--- src/fault_pkg.sv ---
package fault_pkg;

   // ------------------------------------------------------------------
   // register map (printed offsets are not all multiples of four: indices)
   // ------------------------------------------------------------------
   localparam logic [11:0] IDX_GROUP_MASK_A  = 12'h016;
   localparam logic [11:0] IDX_GROUP_MASK_B  = 12'h017;
   localparam logic [11:0] IDX_GROUP_CLEAR_A = 12'h331;
   localparam logic [11:0] IDX_GROUP_CLEAR_B = 12'h332;
   localparam logic [11:0] IDX_FAULT_VIEW    = 12'h340;
   localparam int          ADDR_LSB          = 2;
   localparam int          ADDR_W            = 14;

   localparam logic [7:0]  MASK_A_RESET      = 8'h00;
   localparam logic [7:0]  MASK_B_RESET      = 8'h00;
   localparam logic [7:0]  CLEAR_A_RESET     = 8'h00;

   // ------------------------------------------------------------------
   // field positions
   // ------------------------------------------------------------------
   localparam int GRP_POWER       = 0;
   localparam int GRP_SYSTEM      = 1;
   localparam int GRP_COMPARE     = 2;
   localparam int GRP_OVERVOLT    = 3;
   localparam int GRP_UNDERVOLT   = 4;
   localparam int GRP_OVERTEMP    = 5;
   localparam int GRP_UNDERTEMP   = 6;
   localparam int GRP_PROTECTOR   = 7;
   localparam int NUM_GROUPS      = 8;

   localparam int MB_COMM         = 0;
   localparam int MB_NVM_DATA     = 5;
   localparam int MB_NVM_CRC      = 6;

   // bits of the nonvolatile fault register holding the two crc errors
   localparam logic [7:0] NVM_CRC_BITS = 8'h03;

   // bits of the first clear register that return to zero by themselves
   localparam logic [7:0] CLEAR_A_SELF = 8'h03;

   localparam logic [1:0] RESP_OKAY   = 2'h0;
   localparam logic [1:0] RESP_SLVERR = 2'h2;

endpackage

--- src/fault_mask_and_reset.sv ---
// Operation
// - unmasked comm status bit drives fault pin low
// - masked comm status never affects fault pin
// - mask b bit 6 gates nvm crc bits
// - mask b bit 5 gates other nvm bits
// - clear a bit 2 clears compare status
// - system clear bit clears status, self-clears
//
// The AXI4-Lite register port was decided locally.
module fault_mask_and_reset #(
   parameter int N_COMP = 4
) (
   // clock, reset, enable
   input  wire logic              core_clk_i,
   input  wire logic              arst_n_i,
   input  wire logic              clk_en_i,
   // axi4-lite write address
   input  wire logic [13:0]       s_axi_awaddr_i,
   input  wire logic              s_axi_awvalid_i,
   output logic                   s_axi_awready_o,
   // axi4-lite write data
   input  wire logic [31:0]       s_axi_wdata_i,
   input  wire logic [3:0]        s_axi_wstrb_i,
   input  wire logic              s_axi_wvalid_i,
   output logic                   s_axi_wready_o,
   // axi4-lite write response
   output logic [1:0]             s_axi_bresp_o,
   output logic                   s_axi_bvalid_o,
   input  wire logic              s_axi_bready_i,
   // axi4-lite read address
   input  wire logic [13:0]       s_axi_araddr_i,
   input  wire logic              s_axi_arvalid_i,
   output logic                   s_axi_arready_o,
   // axi4-lite read data
   output logic [31:0]            s_axi_rdata_o,
   output logic [1:0]             s_axi_rresp_o,
   output logic                   s_axi_rvalid_o,
   input  wire logic              s_axi_rready_i,
   // fault status from the detectors (same clock)
   input  wire logic [7:0]        group_any_i,
   input  wire logic [7:0]        comm_fault_status_i,
   input  wire logic [7:0]        nvm_fault_status_i,
   // per-group clear strobes to the status registers
   output logic [7:0]             group_clear_o,
   output logic                   comm_fault_clear_o,
   output logic                   nvm_crc_clear_o,
   output logic                   nvm_data_clear_o,
   output logic [N_COMP-1:0]      compare_fault_clear_o,
   // fault pin
   output logic                   fault_out_n_o
);

   // refuse clear widths the strobe logic cannot serve
   if (N_COMP < 1 || N_COMP > 32) begin : g_bad_n_comp
      $error("N_COMP out of range");
   end

   typedef enum logic [2:0] {
      WR_IDLE = 3'b001,
      WR_RESP = 3'b010,
      WR_HOLD = 3'b100
   } wr_state_t;

   // ----------------------------------------------------------------
   // registers
   // ----------------------------------------------------------------
   logic [7:0]  mask_a_r;
   logic [7:0]  mask_b_r;
   logic [7:0]  clear_a_r;
   logic        fault_any;
   logic        fault_r;

   wr_state_t   wr_state_r;
   logic        aw_got_r;
   logic        w_got_r;
   logic [11:0] aw_idx_r;
   logic [31:0] wdata_r;
   logic [3:0]  wstrb_r;
   logic        wr_fire;
   logic        wr_hit;
   logic        rd_hit;

   // ----------------------------------------------------------------
   // address decode
   // ----------------------------------------------------------------
   function automatic logic mapped(input logic [11:0] idx);
      if (idx == fault_pkg::IDX_GROUP_MASK_A) begin
         mapped = 1'b1;
      end else if (idx == fault_pkg::IDX_GROUP_MASK_B) begin
         mapped = 1'b1;
      end else if (idx == fault_pkg::IDX_GROUP_CLEAR_A) begin
         mapped = 1'b1;
      end else if (idx == fault_pkg::IDX_GROUP_CLEAR_B) begin
         mapped = 1'b1;
      end else if (idx == fault_pkg::IDX_FAULT_VIEW) begin
         mapped = 1'b1;
      end else begin
         mapped = 1'b0;
      end
   endfunction

   // ----------------------------------------------------------------
   // write channel
   // ----------------------------------------------------------------
   assign s_axi_awready_o = clk_en_i & (wr_state_r == WR_IDLE) & ~aw_got_r;
   assign s_axi_wready_o  = clk_en_i & (wr_state_r == WR_IDLE) & ~w_got_r;
   assign wr_fire         = clk_en_i & (wr_state_r == WR_IDLE) & aw_got_r & w_got_r;
   assign wr_hit          = mapped(aw_idx_r) & wstrb_r[0];

   always_ff @(posedge core_clk_i or negedge arst_n_i) begin
      if (!arst_n_i) begin
         aw_got_r <= 1'b0;
         aw_idx_r <= 12'h000;
      end else if (clk_en_i) begin
         if (s_axi_awvalid_i && s_axi_awready_o) begin
            aw_got_r <= 1'b1;
            aw_idx_r <= s_axi_awaddr_i[fault_pkg::ADDR_W-1:fault_pkg::ADDR_LSB];
         end else if (wr_fire) begin
            aw_got_r <= 1'b0;
         end
      end
   end

   always_ff @(posedge core_clk_i or negedge arst_n_i) begin
      if (!arst_n_i) begin
         w_got_r <= 1'b0;
         wdata_r <= 32'h0000_0000;
         wstrb_r <= 4'h0;
      end else if (clk_en_i) begin
         if (s_axi_wvalid_i && s_axi_wready_o) begin
            w_got_r <= 1'b1;
            wdata_r <= s_axi_wdata_i;
            wstrb_r <= s_axi_wstrb_i;
         end else if (wr_fire) begin
            w_got_r <= 1'b0;
         end
      end
   end

   always_ff @(posedge core_clk_i or negedge arst_n_i) begin
      if (!arst_n_i) begin
         wr_state_r     <= WR_IDLE;
         s_axi_bvalid_o <= 1'b0;
         s_axi_bresp_o  <= fault_pkg::RESP_OKAY;
      end else if (clk_en_i) begin
         case (wr_state_r)
            WR_IDLE: begin
               if (wr_fire) begin
                  wr_state_r     <= WR_RESP;
                  s_axi_bvalid_o <= 1'b1;
                  s_axi_bresp_o  <= mapped(aw_idx_r) ? fault_pkg::RESP_OKAY : fault_pkg::RESP_SLVERR;
               end
            end
            WR_RESP: begin
               if (s_axi_bready_i) begin
                  s_axi_bvalid_o <= 1'b0;
                  wr_state_r     <= WR_HOLD;
               end
            end
            WR_HOLD: begin
               wr_state_r <= WR_IDLE;
            end
            default: begin
               wr_state_r <= WR_IDLE;
            end
         endcase
      end
   end

   // ----------------------------------------------------------------
   // mask and clear registers
   // ----------------------------------------------------------------
   always_ff @(posedge core_clk_i or negedge arst_n_i) begin
      if (!arst_n_i) begin
         mask_a_r <= fault_pkg::MASK_A_RESET;
         mask_b_r <= fault_pkg::MASK_B_RESET;
      end else if (clk_en_i && wr_fire && wr_hit) begin
         if (aw_idx_r == fault_pkg::IDX_GROUP_MASK_A) begin
            mask_a_r <= wdata_r[7:0];
         end else if (aw_idx_r == fault_pkg::IDX_GROUP_MASK_B) begin
            mask_b_r <= wdata_r[7:0];
         end
      end
   end

   // clear bits pulse one cycle: writing 0 does nothing, the self-clearing
   // bits read back 0 afterwards, the others hold what was written
   always_ff @(posedge core_clk_i or negedge arst_n_i) begin
      if (!arst_n_i) begin
         clear_a_r             <= fault_pkg::CLEAR_A_RESET;
         group_clear_o         <= 8'h00;
         comm_fault_clear_o    <= 1'b0;
         nvm_crc_clear_o       <= 1'b0;
         nvm_data_clear_o      <= 1'b0;
         compare_fault_clear_o <= '0;
      end else if (clk_en_i) begin
         group_clear_o         <= 8'h00;
         comm_fault_clear_o    <= 1'b0;
         nvm_crc_clear_o       <= 1'b0;
         nvm_data_clear_o      <= 1'b0;
         compare_fault_clear_o <= '0;
         clear_a_r             <= clear_a_r & ~fault_pkg::CLEAR_A_SELF;
         if (wr_fire && wr_hit && aw_idx_r == fault_pkg::IDX_GROUP_CLEAR_A) begin
            clear_a_r     <= wdata_r[7:0] & ~fault_pkg::CLEAR_A_SELF;
            group_clear_o <= wdata_r[7:0];
            compare_fault_clear_o <= {N_COMP{wdata_r[fault_pkg::GRP_COMPARE]}};
         end else if (wr_fire && wr_hit && aw_idx_r == fault_pkg::IDX_GROUP_CLEAR_B) begin
            comm_fault_clear_o <= wdata_r[fault_pkg::MB_COMM];
            nvm_crc_clear_o    <= wdata_r[fault_pkg::MB_NVM_CRC];
            nvm_data_clear_o   <= wdata_r[fault_pkg::MB_NVM_DATA];
         end
      end
   end

   // ----------------------------------------------------------------
   // read channel
   // ----------------------------------------------------------------
   assign s_axi_arready_o = clk_en_i & ~s_axi_rvalid_o;
   assign rd_hit          = mapped(s_axi_araddr_i[fault_pkg::ADDR_W-1:fault_pkg::ADDR_LSB]);

   function automatic logic [7:0] rd_mux(input logic [11:0] idx, input logic [7:0] ma,
                                         input logic [7:0] mb, input logic [7:0] ca, input logic f);
      if (idx == fault_pkg::IDX_GROUP_MASK_A) begin
         rd_mux = ma;
      end else if (idx == fault_pkg::IDX_GROUP_MASK_B) begin
         rd_mux = mb;
      end else if (idx == fault_pkg::IDX_GROUP_CLEAR_A) begin
         rd_mux = ca;
      end else if (idx == fault_pkg::IDX_FAULT_VIEW) begin
         rd_mux = {7'h00, f};
      end else begin
         rd_mux = 8'h00;
      end
   endfunction

   always_ff @(posedge core_clk_i or negedge arst_n_i) begin
      if (!arst_n_i) begin
         s_axi_rvalid_o <= 1'b0;
         s_axi_rdata_o  <= 32'h0000_0000;
         s_axi_rresp_o  <= fault_pkg::RESP_OKAY;
      end else if (clk_en_i) begin
         if (s_axi_arvalid_i && s_axi_arready_o) begin
            s_axi_rvalid_o <= 1'b1;
            s_axi_rresp_o  <= rd_hit ? fault_pkg::RESP_OKAY : fault_pkg::RESP_SLVERR;
            s_axi_rdata_o  <= {24'h00_0000, rd_mux(s_axi_araddr_i[fault_pkg::ADDR_W-1:fault_pkg::ADDR_LSB],
                                                   mask_a_r, mask_b_r, clear_a_r, fault_r)};
         end else if (s_axi_rready_i) begin
            s_axi_rvalid_o <= 1'b0;
         end
      end
   end

   // ----------------------------------------------------------------
   // fault pin
   // ----------------------------------------------------------------
   fault_gate #(
      .N (fault_pkg::NUM_GROUPS)
   ) u_gate (
      .group_any_i           (group_any_i),
      .group_gate_i          (mask_a_r),
      .comm_any_i            (|comm_fault_status_i),
      .comm_fault_gate_i     (mask_b_r[fault_pkg::MB_COMM]),
      .nvm_status_i          (nvm_fault_status_i),
      .nvm_crc_fault_gate_i  (mask_b_r[fault_pkg::MB_NVM_CRC]),
      .nvm_data_fault_gate_i (mask_b_r[fault_pkg::MB_NVM_DATA]),
      .fault_any_o           (fault_any)
   );

   always_ff @(posedge core_clk_i or negedge arst_n_i) begin
      if (!arst_n_i) begin
         fault_r <= 1'b0;
      end else if (clk_en_i) begin
         fault_r <= fault_any;
      end
   end

   assign fault_out_n_o = ~fault_r;

endmodule

--- src/fault_gate.sv ---
module fault_gate #(
   parameter int N = 8
) (
   // status and gating
   input  wire logic [N-1:0] group_any_i,
   input  wire logic [N-1:0] group_gate_i,
   input  wire logic         comm_any_i,
   input  wire logic         comm_fault_gate_i,
   input  wire logic [7:0]   nvm_status_i,
   input  wire logic         nvm_crc_fault_gate_i,
   input  wire logic         nvm_data_fault_gate_i,
   // result
   output logic              fault_any_o
);
   if (N < 1) begin : g_bad_n
      $error("N out of range");
   end

   logic [N-1:0] group_hit;
   logic         nvm_crc_hit;
   logic         nvm_data_hit;

   genvar g;
   generate
      for (g = 0; g < N; g++) begin : gen_grp
         assign group_hit[g] = group_any_i[g] & ~group_gate_i[g];
      end
   endgenerate

   assign nvm_crc_hit  = |(nvm_status_i & fault_pkg::NVM_CRC_BITS) & ~nvm_crc_fault_gate_i;
   assign nvm_data_hit = |(nvm_status_i & ~fault_pkg::NVM_CRC_BITS) & ~nvm_data_fault_gate_i;

   assign fault_any_o = (|group_hit) | (comm_any_i & ~comm_fault_gate_i) | nvm_crc_hit | nvm_data_hit;
endmodule

--- config.mk ---
export PLATFORM = sky130hd
export DESIGN_NAME = fault_mask_and_reset
export DESIGN_NICKNAME = d
export VERILOG_FILES = /design/src/fault_pkg.sv /design/src/fault_mask_and_reset.sv /design/src/fault_gate.sv
export SDC_FILE = /design/constraint.sdc
export NUM_CORES = 1
export LEC_CHECK = 0
export BUFFER_PORTS_ARGS = -buffer_cell sky130_fd_sc_hd__buf_2
export CAP_MARGIN = 25
export CORE_ASPECT_RATIO = 1.1
export CORE_UTILIZATION = 51
export CTS_CLUSTER_DIAMETER = 200
export DETAILED_ROUTE_END_ITERATION = 10
export GPL_TIMING_DRIVEN = 0
export HOLD_SLACK_MARGIN = 0.12
export PLACE_DENSITY = 0.9
export SKIP_LAST_GASP = 1
export SLEW_MARGIN = 20
export SYNTH_ARGS = -nofsm -noshare
export SYNTH_HDL_FRONTEND = slang
export SYNTH_SLANG_ARGS = --single-unit
--- constraint.sdc ---
create_clock -name core_clk_i -period 3.2 [get_ports core_clk_i]
set_input_delay 0.48 -clock core_clk_i [delete_from_list [all_inputs] [get_ports core_clk_i]]
set_output_delay 0.48 -clock core_clk_i [all_outputs]
set_load 0.01 [all_outputs]
==> flow_metrics.env, run 1 <==
export IMPL_run_status="finished clean"
export IMPL_ys_top_cells_by_count="dfrtp_1 (71), mux2_2 (42), buf_4 (31), nand2_1 (15), nor2_1 (15)"
export IMPL_crit_chain="and4bb_4 -> and4_4 -> and4b_1 -> buf_6 -> buf_12 -> mux2_4"
export IMPL_fin_crit_sh_pct=60.7
export IMPL_routed_wl_um=7830
export IMPL_dpl_cell_area_mm2=0.00417
export IMPL_antenna_found_initial=0
export IMPL_fmax_mhz=515
export IMPL_use_met1_pct=26.7
export IMPL_cp_top_family="simple AND/OR/NAND/NOR gates"
export IMPL_irDropWorstVdd_mv=0.427
export IMPL_multiInputGateArea_mm2=0.00143
export IMPL_hold_viol=0
export IMPL_yosys_top_cells_area="dfrtp_1 (51%), mux2_2 (14%), buf_4 (6.7%)"
export IMPL_first_pass_iters=4
export IMPL_clkLatencyLatePin_ns=0.35
export IMPL_synth_avg_cell_area_um2=12.1
export IMPL_portBuffers=94
export IMPL_drc=0
export IMPL_setup_viol=0
export IMPL_finalInstanceArea_mm2=0.00437
export IMPL_power_density_mw_per_mm2=553
export IMPL_die_y_um=88.7
export IMPL_regArea_mm2=0.00180
export IMPL_track_usage_pct=22.9
export IMPL_grt_pass1_vias=2539
export IMPL_synthFlopType="dfrtp_1"
export IMPL_cts_buffers=9
export IMPL_die_area_mm2=0.00717
export IMPL_synthArstFlopShare_pct=100
export IMPL_yosysTopAreaCellShare_pct=51.0
export IMPL_grt_met3_usage_pct=4.54
export IMPL_drive_above_1_share_pct=46.7
export IMPL_yosys_cell_count_top_type="dfrtp_1"
export IMPL_ys_seq_area_share_pct=51.8
export IMPL_r2r_cells=6
export IMPL_path_max_fanout=10
export IMPL_startpoint="wr_state_r[0]"
export IMPL_crit_type="reg2reg"
export IMPL_reg2reg_to="clear_a_r[5]"
export IMPL_syn_inst=289
export IMPL_dr_first_iter_drc_count=140
export IMPL_critical_path_slowest_cell="dfstp_2"
export IMPL_cts_sinks=72
export IMPL_io_pins=153
export IMPL_drv_cap=0
export IMPL_root_buffer="clkbuf_8"
export IMPL_hp_class="in2reg"
export IMPL_synth_edf_count=0
export IMPL_ys_warn_count=0
export IMPL_worstMarginPinSlew_ns=0.631
export IMPL_vias=2665
export IMPL_nFillCells=528
export IMPL_period_minus_slack_ns=1.94
export IMPL_fp_dieW_um=80.8
export IMPL_htree_num_levels=3
export IMPL_final_util_pct=66.2
export IMPL_critPathCapture="clear_a_r[5]"
export IMPL_rsz0062_at_grt="false"
export IMPL_finClkSkew_ns=0.00825
export IMPL_required_ns=3.44
export IMPL_dp_hpwl_um=5850
export IMPL_yosysTopAreaCell="dfrtp_1"
export IMPL_synth_area_mm2=0.00348
export IMPL_cts_tree="built"
export IMPL_worst_r2r_startpoint="wr_state_r[0]"
export IMPL_nets=517
export IMPL_timing_hold_ws_ns=0.359
export IMPL_reg2reg_slack_ns=1.26
export IMPL_dpl_worst_slack_ns=1.15
export IMPL_setup_slack_ns=1.26
export IMPL_start_util_pct=52.8
export IMPL_gp_congestion=0.741
export IMPL_slew_violations=0
export IMPL_fin_tns_setup_ns=0
export IMPL_slew_headroom_pct=58.0
export IMPL_cp_depth=6
export IMPL_critPathCaptureType="register"
export IMPL_crit_buf_inv=2
export IMPL_clk_pin_slew_ns=0.08
export IMPL_arrival_ns=2.18
export IMPL_postCtsSetupBuffers=0
export IMPL_wl_per_cell_um=15.4
export IMPL_ys_seq_elements=72
export IMPL_dp_cells=491
export IMPL_top_usage_layer="met2"
export IMPL_ant_nets=0
export IMPL_max_stage_delay_ns=0.57
export IMPL_grt_ovfl_total=0
export IMPL_cts_buffer_depth=2
export IMPL_vias_per_cell=5.25
export IMPL_synth_cell_types=54
export IMPL_critPathLaunchType="register"
export IMPL_final_cells=508
export IMPL_p_leak_nw=2.31
export IMPL_grt_first_pass_wirelength_um=12000
export IMPL_use_met2_pct=40.3
export IMPL_core_area_mm2=0.00659
export IMPL_row_count=31
export IMPL_grt_max_degree=41
export IMPL_synthToLayoutAreaGrowth_pct=25.4
export IMPL_power_total_mw=2.41
export IMPL_n_antenna_cell=0
[placed cells by master (no fill, tap or decap), drive strengths merged, types with 3 or more instances in the layout]
cell | Yosys | layout
a21o | 7 | 7
a21oi | 4 | 4
a22o | 11 | 11
and3 | 3 | 3
buf | 36 | 131
clkbuf | 3 | 17
conb | 1 | 26
dfrtp | 71 | 71
inv | 14 | 14
mux2 | 44 | 44
mux2i | 6 | 6
nand2 | 15 | 15
nor2 | 15 | 15
nor3 | 4 | 4
nor4 | 4 | 4
o21ai | 7 | 7
o31ai | 4 | 4
[power breakdown]
group,switching (mW),internal [mW],leakage (nW)
combinational,0.204,0.274,1.29
sequential,0.180,1.09,0.932
clock,0.326,0.345,0.0927
total,0.710,1.70,2.31
[repair_timing]
action,4_1_cts,5_1_grt
endpoints found under the hold margin,32,0
setup endpoints to repair,0,0
hold buffers,1,0
resized for setup,0,0
[cell families after synthesis]
group / count (synthesis) / share of synthesized area (%)
other cells: 1 / 0.108
flops: 72 / 51.8
mux: 50 / 16.2
compound gates: 45 / 9.45
simple gates: 67 / 12.3
buf+inv: 53 / 9.99
xor+xnor: 1 / 0.251
[layout make-up]
cell class	instances	share of cell area [%]
Inverter	14	1.20
Tap cell	82	2.35
Clock buffer	14	3.95
Timing Repair Buffer	96	11.5
Clock inverter	2	0.286
Multi-Input combinational cell	189	32.7
Sequential cell	72	41.3
Buffer	39	6.76
[registers in the layout, summed over array words and instances (netlist names), 3 cells and up]
register	flops
aw_idx_r	12
group_clear_o	8
mask_a_r	8
mask_b_r	8
s_axi_rdata_o	8
wdata_r	8
clear_a_r	6
wr_state_r	3
[worst min-delay path by stage]
stage	startpoint	end	slack, ns	cells after the start
finish	s_axi_wdata_i[2]	wdata_r[2]	0.36	2
global route	s_axi_awaddr_i[7]	aw_idx_r[5]	0.37	2
CTS	s_axi_wdata_i[2]	wdata_r[2]	0.36	2
detailed placement	arst_n_i	aw_idx_r[9]	0.44	1
global placement	clear_a_r[4]	s_axi_rdata_o[4]	0.46	1
floorplan	arst_n_i	aw_got_r	0.18	0
[metal layers]
metal  vias to the layer above  wire (µm)
li1                       1250          -
met4                         0        133
met1                      1282       3120
met3                        15        521
met5                         -          0
met2                       118       4050
(Power assumes the default switching activity.)
==> inputs of run 2 (changes only) <==
--- a/config.mk
+++ b/config.mk
@@ -8,12 +8,12 @@
 export BUFFER_PORTS_ARGS = -buffer_cell sky130_fd_sc_hd__buf_2
 export CAP_MARGIN = 25
 export CORE_ASPECT_RATIO = 1.1
-export CORE_UTILIZATION = 51
+export CORE_UTILIZATION = 47
 export CTS_CLUSTER_DIAMETER = 200
 export DETAILED_ROUTE_END_ITERATION = 10
 export GPL_TIMING_DRIVEN = 0
 export HOLD_SLACK_MARGIN = 0.12
-export PLACE_DENSITY = 0.9
+export PLACE_DENSITY = 0.84
 export SKIP_LAST_GASP = 1
 export SLEW_MARGIN = 20
 export SYNTH_ARGS = -nofsm -noshare
==> constraint.sdc (replaced) <==
create_clock -name core_clk_i -period 1.9 [get_ports core_clk_i]
set_input_delay 0.285 -clock core_clk_i [delete_from_list [all_inputs] [get_ports core_clk_i]]
set_output_delay 0.285 -clock core_clk_i [all_outputs]
set_load 0.01 [all_outputs]
==> flow_metrics.env, run 2 (synthesis gave the netlist of run 1 again) <==
export IMPL_run_status="complete, but fails checks"
export IMPL_violations="design-rule violations"
export IMPL_critical_path_slowest_cell="dfstp_2"
export IMPL_r2r_cells=5
export IMPL_vias_per_cell=5.06
export IMPL_drive_above_1_share_pct=47.2
export IMPL_crit_chain="and4bb_4 -> and4_4 -> and4b_1 -> buf_8 -> mux2_2"
export IMPL_clkLatencyLatePin_ns=0.35
export IMPL_largest_reg_flops=12
export IMPL_die_y_um=92.3
export IMPL_worstMarginPinSlew_ns=0.621
export IMPL_worst_r2r_startpoint="wr_state_r[0]"
export IMPL_cts_buffers=9
export IMPL_drc=27
export IMPL_p_leak_nw=2.33
export IMPL_row_count=32
export IMPL_hold_end="aw_idx_r[2]"
export IMPL_dpl_worst_slack_ns=-0.0383
export IMPL_antenna_found_initial=0
export IMPL_core_area_mm2=0.00709
export IMPL_track_usage_pct=20.2
export IMPL_required_ns=2.13
export IMPL_vias=2594
export IMPL_n_antenna_cell=0
export IMPL_finClkSkew_ns=0.00646
export IMPL_io_pins=153
export IMPL_portBuffers=94
export IMPL_ant_nets=0
export IMPL_fmax_mhz=541
export IMPL_hp_start="s_axi_awaddr_i[4]"
export IMPL_reg2reg_slack_ns=0.05
export IMPL_crit_type="reg2reg"
export IMPL_final_cells=513
export IMPL_cp_top_family="simple AND/OR/NAND/NOR gates"
export IMPL_irDropWorstVdd_mv=0.709
export IMPL_fin_crit_sh_pct=97.4
export IMPL_routed_wl_um=7450
export IMPL_slew_headroom_pct=58.6
export IMPL_setup_viol=0
export IMPL_start_util_pct=49.2
export IMPL_die_area_mm2=0.00776
export IMPL_htree_num_levels=3
export IMPL_fin_tns_setup_ns=0
export IMPL_critPathLaunchType="register"
export IMPL_cts_sinks=72
export IMPL_hp_class="in2reg"
export IMPL_power_total_mw=4.00
export IMPL_drv_cap=0
export IMPL_first_pass_iters=7
export IMPL_grt_first_pass_wirelength_um=12100
export IMPL_grt_max_degree=41
export IMPL_top_register="aw_idx_r"
export IMPL_dpl_cell_area_mm2=0.00418
export IMPL_reg2reg_to="clear_a_r[3]"
export IMPL_whs_path_depth=2
export IMPL_power_density_mw_per_mm2=913
export IMPL_dp_cells=494
export IMPL_max_stage_delay_ns=0.53
export IMPL_gp_congestion=0.784
export IMPL_critPathCaptureType="register"
export IMPL_cts_buffer_depth=2
export IMPL_rsz0062_at_grt="true"
export IMPL_layout_commonest_cell="buf_2"
export IMPL_finalInstanceArea_mm2=0.00438
export IMPL_arrival_ns=2.08
export IMPL_synthToLayoutAreaGrowth_pct=25.6
export IMPL_dp_hpwl_um=5680
export IMPL_root_buffer="clkbuf_8"
export IMPL_grt_ovfl_total=0
export IMPL_wl_per_cell_um=14.5
export IMPL_setup_slack_ns=0.0500
export IMPL_dr_first_iter_drc_count=157
export IMPL_cts_tree="built"
export IMPL_fp_dieW_um=84.1
export IMPL_clk_pin_slew_ns=0.07
export IMPL_startpoint="wr_state_r[0]"
export IMPL_hold_viol=0
export IMPL_grt_pass1_vias=2623
export IMPL_final_cell_mix="buf_2 (94), dfrtp_1 (71), mux2_2 (42)"
export IMPL_path_max_fanout=11
export IMPL_crit_buf_inv=1
export IMPL_period_minus_slack_ns=1.85
export IMPL_slew_violations=0
export IMPL_nets=522
## run 2: changes by cell type in the layout (fill, tap and decap cells not counted)
cell,delta
buf_4,+6
buf_12,-1
clkbuf_1,-1
buf_6,-1
clkbuf_8,-1
buf_8,+1
clkinvlp_4,-1
## run 2: worst max-delay path by stage
stage	to	slack [ns]	depth (start not counted)
finish	clear_a_r[3]	0.05	5
global route	clear_a_r[3]	-0.004	5
CTS	clear_a_r[3]	0.02	5
detailed placement	clear_a_r[6]	-0.04	6
global placement	clear_a_r[6]	-0.01	6
floorplan	clear_a_r[5]	0.07	6
## run 2: power by group
group	switching (mW)	internal, mW	total (mW)
Sequential	0.285	1.83	2.11
Clock	0.518	0.522	1.04
Combinational	0.358	0.486	0.844
## run 2: layer usage
layer | vias to the layer above | GRT usage, % | part of all wire [%]
li1 | 1257 | - | -
met1 | 1228 | 23.7 | 42
met2 | 98 | 35.6 | 50
met3 | 11 | 5.26 | 6.9
met4 | 0 | 7.61 | 1.4
met5 | - | 0 | 0
## run 2: layout make-up
class                   instances  area [µm²]
clock buffers                  12         155
multi-input cells             189        1430
clock inverters                 1        5.00
flip-flops and latches         72        1800
fillers                       593        2710
inverters                      14        52.6
repair buffers                102         548
plain buffers                  38         279
well taps                      85         106
## run 2: metrics by stage
stage	utilization (%)	hold slack (ns)
global placement	58.6	0.459
global route	61.7	0.164
finish	61.7	0.170
floorplan	-	-0.0106
CTS	61.3	0.163
detailed placement	58.9	0.252
## run 2: worst register-to-register path, stage by stage, from the launching register on
cell and delay, ns:
dfstp_2 0.53, and4bb_4 0.24, and4_4 0.24, and4b_1 0.22
buf_8 0.16, mux2_2 0.35
## run 2: repair_timing
action                                  4_1_cts  5_1_grt
setup buffers                                 2        4
gates resized for setup                       0        1
endpoints found under the setup margin        2        4
endpoints found under the hold margin        32        0
hold buffers                                  1        0
